File: config.mk
export PLATFORM = sky130hd
export DESIGN_NAME = eesp_top
export DESIGN_NICKNAME = d
export VERILOG_FILES = /design/src/core/eesp_pkg.sv /design/src/core/eesp_prot_check.sv /design/src/core/eesp_top.sv
export SDC_FILE = /design/constraint.sdc
export NUM_CORES = 1
export LEC_CHECK = 0
export CAP_MARGIN = 20
export CORE_MARGIN = 5
export CORE_UTILIZATION = 40
export CTS_BUF_LIST = sky130_fd_sc_hd__clkbuf_4 sky130_fd_sc_hd__clkbuf_8
export CTS_CLUSTER_SIZE = 25
export DETAILED_ROUTE_END_ITERATION = 8
export DONT_BUFFER_PORTS = 1
export GPL_TIMING_DRIVEN = 0
export PLACE_DENSITY = 0.57
export SLEW_MARGIN = 30
export SYNTH_ARGS = -nofsm -noshare
export SYNTH_HDL_FRONTEND = slang
export SYNTH_SLANG_ARGS = --single-unit
File: constraint.sdc
create_clock -name clk_in -period 2.5 [get_ports clk_in]
set_clock_uncertainty 0.15 [all_clocks]
set_input_delay 0.625 -clock clk_in [delete_from_list [all_inputs] [get_ports clk_in]]
set_output_delay 0.625 -clock clk_in [all_outputs]
set_load 0.05 [all_outputs]
File: src/core/eesp_pkg.sv
package eesp_pkg;

  localparam int ADDR_W = 5;
  localparam int DATA_W = 32;
  localparam int ARRAY_AW = 11;
  localparam int SECTOR_STEP = 64;

  // Word-aligned byte offsets of the software registers.
  localparam logic [ADDR_W-1:0] OFF_PROT_CFG = 5'h00;
  localparam logic [ADDR_W-1:0] OFF_ARRAY_STATUS = 5'h04;
  localparam logic [ADDR_W-1:0] OFF_IRQ_STATUS = 5'h08;
  localparam logic [ADDR_W-1:0] OFF_IRQ_CLEAR = 5'h0c;
  localparam logic [ADDR_W-1:0] OFF_IRQ_ENABLE = 5'h10;

  // Array address of the stored protect byte.
  localparam logic [ARRAY_AW-1:0] PROTECT_BYTE_ADDR = 11'h7fd;

  // Field positions.
  localparam int POS_OPEN = 7;
  localparam int POS_NV_LO = 4;
  localparam int POS_RANGE_OFF = 3;
  localparam int POS_SIZE_LO = 0;
  localparam int POS_VIOLATION = 0;
  localparam int POS_MASS_OK = 1;
  localparam int IRQ_VIOLATION = 0;
  localparam int IRQ_ALLOWED = 1;
  localparam int IRQ_W = 2;

  // Values after reset.
  localparam logic [IRQ_W-1:0] IRQ_EN_RESET = 2'h0;
  localparam logic [IRQ_W-1:0] IRQ_STAT_RESET = 2'h0;
  localparam logic [DATA_W-1:0] RDATA_RESET = 32'h0000_0000;

  typedef struct packed {
    logic open_for_modify;
    logic [2:0] user_nv_flags;
    logic range_protect_off;
    logic [2:0] protect_size_sel;
  } eesp_prot_cfg_t;

  typedef enum logic [1:0] {
    EESP_CMD_PROGRAM,
    EESP_CMD_SECTOR_ERASE,
    EESP_CMD_MASS_ERASE
  } eesp_cmd_kind_t;

  typedef struct packed {
    eesp_cmd_kind_t kind;
    logic [ARRAY_AW-1:0] addr;
  } eesp_cmd_t;

  typedef enum logic {
    EESP_BUS_IDLE,
    EESP_BUS_ANSWER
  } eesp_bus_st_t;

endpackage

File: src/core/eesp_prot_check.sv
`timescale 1ns/10ps
module eesp_prot_check #(
  parameter int AW = eesp_pkg::ARRAY_AW
) (
  // Configuration and request
  input wire eesp_pkg::eesp_prot_cfg_t cfg_in,
  input wire eesp_pkg::eesp_cmd_t cmd_in,
  // Verdict
  output logic allowed_out
);

  localparam logic [AW:0] ARRAY_TOP = (AW+1)'(1) << AW;

  initial
  begin
    if (AW < 10)
    begin
      $error("Array too small for the largest protected sector.");
    end
  end

  logic [AW:0] sector_base;
  logic in_sector;

  always_comb
  begin
    sector_base = ARRAY_TOP - (AW+1)'(eesp_pkg::SECTOR_STEP * (int'(cfg_in.protect_size_sel) + 1));
    in_sector = !cfg_in.range_protect_off && ({1'b0, cmd_in.addr} >= sector_base);
    case (cmd_in.kind)
      eesp_pkg::EESP_CMD_PROGRAM,
      eesp_pkg::EESP_CMD_SECTOR_ERASE:
      begin
        allowed_out = cfg_in.open_for_modify && !in_sector;
      end
      eesp_pkg::EESP_CMD_MASS_ERASE:
      begin
        allowed_out = cfg_in.open_for_modify && cfg_in.range_protect_off;
      end
      default:
      begin
        allowed_out = 1'b0;
      end
    endcase
  end

endmodule // eesp_prot_check

File: src/core/eesp_top.sv
`timescale 1ns/10ps
module eesp_top (
  // Clock, reset and enable
  input wire logic clk_in,
  input wire logic srst_in,
  input wire logic ce_in,
  // Avalon-MM slave
  input wire logic [eesp_pkg::ADDR_W-1:0] avs_address_in,
  input wire logic avs_read_in,
  input wire logic avs_write_in,
  input wire logic [eesp_pkg::DATA_W-1:0] avs_writedata_in,
  input wire logic [3:0] avs_byteenable_in,
  output logic [eesp_pkg::DATA_W-1:0] avs_readdata_out,
  output logic avs_waitrequest_out,
  // Stored protect byte from the array
  input wire eesp_pkg::eesp_prot_cfg_t stored_prot_in,
  // Program and erase requests from the array controller
  input wire logic cmd_valid_in,
  input wire eesp_pkg::eesp_cmd_t cmd_in,
  output logic cmd_allow_out,
  output logic cmd_deny_out,
  // Protection state and interrupt
  output eesp_pkg::eesp_prot_cfg_t prot_cfg_out,
  output logic irq_out
);

  typedef struct packed {
    eesp_pkg::eesp_prot_cfg_t cfg;
    logic violation;
    logic [eesp_pkg::IRQ_W-1:0] irq_stat;
    logic [eesp_pkg::IRQ_W-1:0] irq_en;
    eesp_pkg::eesp_bus_st_t bus_st;
    logic wait_req;
    logic [eesp_pkg::DATA_W-1:0] rdata;
    logic allow;
    logic deny;
    logic irq;
  } eesp_state_t;

  eesp_state_t st;
  eesp_state_t next_st;
  logic cmd_allowed;

  function automatic logic hits(
    input logic [eesp_pkg::ADDR_W-1:0] addr,
    input logic [eesp_pkg::ADDR_W-1:0] off
  );
    hits = (addr == off);
  endfunction

  function automatic logic [eesp_pkg::DATA_W-1:0] read_word(
    input eesp_state_t s,
    input logic [eesp_pkg::ADDR_W-1:0] addr
  );
    logic [eesp_pkg::DATA_W-1:0] w;
    w = '0;
    if (hits(addr, eesp_pkg::OFF_PROT_CFG))
    begin
      w[7:0] = s.cfg;
    end
    else if (hits(addr, eesp_pkg::OFF_ARRAY_STATUS))
    begin
      w[eesp_pkg::POS_VIOLATION] = s.violation;
      w[eesp_pkg::POS_MASS_OK] = s.cfg.open_for_modify && s.cfg.range_protect_off;
    end
    else if (hits(addr, eesp_pkg::OFF_IRQ_STATUS))
    begin
      w[eesp_pkg::IRQ_W-1:0] = s.irq_stat;
    end
    else if (hits(addr, eesp_pkg::OFF_IRQ_ENABLE))
    begin
      w[eesp_pkg::IRQ_W-1:0] = s.irq_en;
    end
    else
    begin
      w = '0;
    end
    read_word = w;
  endfunction

  eesp_prot_check #(
    .AW(eesp_pkg::ARRAY_AW)
  ) u_check (
    .cfg_in(st.cfg),
    .cmd_in(cmd_in),
    .allowed_out(cmd_allowed)
  );

  always_comb
  begin
    next_st = st;
    next_st.allow = 1'b0;
    next_st.deny = 1'b0;

    // Every access waits exactly one cycle, so read data is registered
    // and the bus never sees a combinational path through the decode.
    case (st.bus_st)
      eesp_pkg::EESP_BUS_IDLE:
      begin
        if (avs_read_in || avs_write_in)
        begin
          next_st.wait_req = 1'b0;
          next_st.rdata = read_word(st, avs_address_in);
          next_st.bus_st = eesp_pkg::EESP_BUS_ANSWER;
        end
      end
      eesp_pkg::EESP_BUS_ANSWER:
      begin
        next_st.wait_req = 1'b1;
        next_st.bus_st = eesp_pkg::EESP_BUS_IDLE;
        if (avs_write_in && avs_byteenable_in[0])
        begin
          if (hits(avs_address_in, eesp_pkg::OFF_PROT_CFG))
          begin
            // The user flags only change through the stored byte.
            next_st.cfg.open_for_modify = avs_writedata_in[eesp_pkg::POS_OPEN];
            next_st.cfg.range_protect_off = avs_writedata_in[eesp_pkg::POS_RANGE_OFF];
            next_st.cfg.protect_size_sel = avs_writedata_in[eesp_pkg::POS_SIZE_LO +: 3];
          end
          else if (hits(avs_address_in, eesp_pkg::OFF_ARRAY_STATUS))
          begin
            if (avs_writedata_in[eesp_pkg::POS_VIOLATION])
            begin
              next_st.violation = 1'b0;
            end
          end
          else if (hits(avs_address_in, eesp_pkg::OFF_IRQ_CLEAR))
          begin
            next_st.irq_stat = st.irq_stat & ~avs_writedata_in[eesp_pkg::IRQ_W-1:0];
          end
          else if (hits(avs_address_in, eesp_pkg::OFF_IRQ_ENABLE))
          begin
            next_st.irq_en = avs_writedata_in[eesp_pkg::IRQ_W-1:0];
          end
        end
      end
      default:
      begin
        next_st.wait_req = 1'b1;
        next_st.bus_st = eesp_pkg::EESP_BUS_IDLE;
      end
    endcase

    // Events come after the clears so that a set in the same cycle wins.
    if (cmd_valid_in)
    begin
      if (cmd_allowed)
      begin
        next_st.allow = 1'b1;
        next_st.irq_stat[eesp_pkg::IRQ_ALLOWED] = 1'b1;
      end
      else
      begin
        next_st.deny = 1'b1;
        next_st.violation = 1'b1;
        next_st.irq_stat[eesp_pkg::IRQ_VIOLATION] = 1'b1;
      end
    end

    next_st.irq = |(next_st.irq_stat & next_st.irq_en);

    if (srst_in)
    begin
      // The stored byte decides protection before the first request is served.
      next_st.cfg = stored_prot_in;
      next_st.violation = 1'b0;
      next_st.irq_stat = eesp_pkg::IRQ_STAT_RESET;
      next_st.irq_en = eesp_pkg::IRQ_EN_RESET;
      next_st.bus_st = eesp_pkg::EESP_BUS_IDLE;
      next_st.wait_req = 1'b1;
      next_st.rdata = eesp_pkg::RDATA_RESET;
      next_st.allow = 1'b0;
      next_st.deny = 1'b0;
      next_st.irq = 1'b0;
    end
  end

  // Reset acts even while the enable is low, so a frozen block still starts clean.
  always_ff @(posedge clk_in)
  begin
    if (ce_in || srst_in)
    begin
      st <= next_st;
    end
  end

  always_comb
  begin
    avs_readdata_out = st.rdata;
    avs_waitrequest_out = st.wait_req;
    cmd_allow_out = st.allow;
    cmd_deny_out = st.deny;
    prot_cfg_out = st.cfg;
    irq_out = st.irq;
  end

endmodule // eesp_top

==> impl_results.md <==
* Status: complete, but fails checks
* Clock period minus worst slack at 2.55 ns
* Hold Path Class: in -> reg
* Core Box Area at 0.00438 mm2
* Root buf cell: clkbuf_8
* Mapped cell area at 0.00183 mm2
* Residual DRC count at 0
* Initial core utilization at 41.6%
* Routed Antenna Nets at 0
* Clock transition at path regs at 0.09 ns
* Input/output buffers at 0
* #FFs+latches synth at 26
* # setup viols final at 5
* Worst Max-Slew Pin Slew at 0.743 ns
* Share of post-route cells with drive strength above 1 at 27.6%
* Total negative slack at -0.162 ns
* Final cell count without fillers at 269
* Total gr overflow at 0
* Final nets at 292
* Mapped Cells at 187
* Max-cap violations at 0
* Ys async rst share at 0%
* Final weighted congestion in routability-driven placement at 0.847
* Vias in the first global route at 1338
* Drt wl/cell at 15.3 um
* Worst Path Required at 2.36 ns
* Power density over cell area at 591 mW/mm2
* RSZ-0062 raised after global routing: true
* Top post-synthesis cells by area: edfxtp_1 43%, buf_4 16%, ha_1 4.1%
* Critical Path AT at 2.41 ns
* Total GRT Usage at 13.5%
* Routed wire length at 4120 um
* Synth top area share at 42.8%
* P&R area growth vs syn at 15.4%
* P_leak at 0.907 nW
* Routed vias at 1300
* Max Fclk at 0.392 GHz
* Clk sink count at 26
* Die area at 0.00601 mm2
* Failing checks: negative setup slack
* # rows at 24
* Yosys warnings at 0
* Via-to-Cell Ratio at 4.83
* CTS max path bufs at 2
* Post-synth EDFFs at 26
* CTS tree: done
* Final worst setup slack at -0.0483 ns
* Yosys cell types at 42
* Post-synthesis sequential area ratio at 42.8%
* Dominant synthesized flop cell: edfxtp_1
* Count of hold-fix buffers inserted at cts at 0
* Die Span Y at 77.6 um
* Mean post-synth cell area at 9.76 um2
* Clk_lat worst skew at 0.27 ns
* Max Slew Vio Count at 0
* DP HPWL at 3340 um
* Rel. slew slack at 50.4%
* Period utilisation layout at 102%
* Area leader, netlist: edfxtp_1
* Htree depth at 1
* Number of buffers created by CTS at 3
* Crit Path Class: reg -> reg
* Fin. Hold Viols at 0
* Placed insts at 262
* Largest net degree at the start of global routing at 16
* Initial antenna violation count at 0
* Drt initial violations at 32
* Drt first pass iters at 4
* Type of destination of the critical path: flop
* CP max FO at 5
* # IOs at 112
* First-pass GRT wire length at 6570 um
* Crit start category: flop
* Number of diodes at 0
* Peak VDD IR at 0.377 mV
* Die X at 77.6 um
placed cells by master, fill, tap and decap left out, types with 3 or more instances in the layout:
| cell type | n |
|---|---|
| buf_4 | 42 |
| edfxtp_1 | 26 |
| conb_1 | 24 |
| nand2_1 | 17 |
| nand2b_1 | 11 |
| o21ai_0 | 8 |
| nor2_1 | 8 |
| a21oi_1 | 7 |
| and2_1 | 6 |
| inv_1 | 5 |
| ha_1 | 5 |
| clkbuf_1 | 4 |
| o21a_1 | 4 |
| nor2b_1 | 3 |
| clkbuf_8 | 3 |
metrics by stage:
stage	worst slack [ns]	power, mW	hold slack (ns)	utilization [%]	cell area (um2)
3_5_place_dp	-0.203	0.890	0.390	45.5	1990
5_1_grt	-0.160	1.30	0.276	48.1	2110
6_report	-0.0483	1.24	0.291	48.1	2110
4_1_cts	-0.0565	1.25	0.287	47.9	2100
2_1_floorplan	0.0174	0.855	0.376	-	1930
3_3_place_gp	-0.175	0.887	0.389	45.5	1990
cell families (layout without fill, tap and decap cells):
group                    Yosys count  after routing  synth area share (%)
AND/OR/NAND/NOR                   65             65                  20.1
buffers and inverters             50             57                  18.6
AO/OA/AOI/OAI                     36             36                  12.4
flip-flops                        26             26                  42.8
adder cells (fa/ha/maj)            6              6                  4.11
multiplexers                       2              2                  1.37
other                              1             24                 0.205
XOR/XNOR                           1              1                 0.480
critical path, cell delays in order, from the launching register on:
cell      delay [ns]
edfxtp_1        0.47
ha_4            0.34
xor2_1          0.15
ha_1            0.25
nor4bb_1        0.13
a221o_1         0.29
a41o_1          0.22
o21ai_2         0.19
o22ai_1         0.10
Yosys cell counts, types with 3 or more instances:
cell type / n
o21a_1: 4
nand2b_1: 11
nand2_1: 17
edfxtp_1: 26
o21ai_0: 10
nor2_1: 9
buf_4: 40
a21oi_1: 8
nor2b_1: 3
and2_1: 6
ha_1: 6
inv_1: 5
nor3_1: 3
clkbuf_1: 4
path summary, 6_finish.rpt:
check	cells past startpoint	slack [ns]	startpoint	end
max reg2reg	8	-0.05	prot_cfg_out[1]	st[39]
min	0	0.29	stored_prot_in[5]	prot_cfg_out[5]
min reg2reg	1	0.41	prot_cfg_out[6]	avs_readdata_out[6]
max	8	-0.05	prot_cfg_out[1]	st[39]
power breakdown:
part           internal (mW)  switching [mW]  total (mW)
clock                  0.214           0.138       0.353
sequential             0.520          0.0411       0.561
combinational          0.109           0.222       0.331
final cells by class:
type	count	area, um2
plain buffers	45	320
fillers	441	2280
inverters	5	18.8
repair buffers	3	26.3
flip-flops and latches	26	781
clock inverters	1	30.0
well taps	52	65.1
clock buffers	3	41.3
multi-input cells	134	825
state kept, by name (all words and copies together) (netlist names):
register,cells
cmd_deny_out,1
avs_waitrequest_out,1
irq_out,1
cmd_allow_out,1
st,6
prot_cfg_out,8
avs_readdata_out,8
what timing repair did:
action	4_1_cts	5_1_grt
gates resized for setup	4	3
setup buffers	3	0
endpoints found under the setup margin	6	6
pin swaps	6	2
endpoints found under the hold margin	0	0
cloned	0	0
routing by layer:
metal	up-vias	part of all wire (%)	GRT usage (%)
met5	-	0	0
met4	0	0.87	2.06
met3	4	8.4	4.98
met2	46	51	23.7
met1	597	40	15.9
li1	653	-	-
No activity file was read; power rests on OpenSTA's default activity.
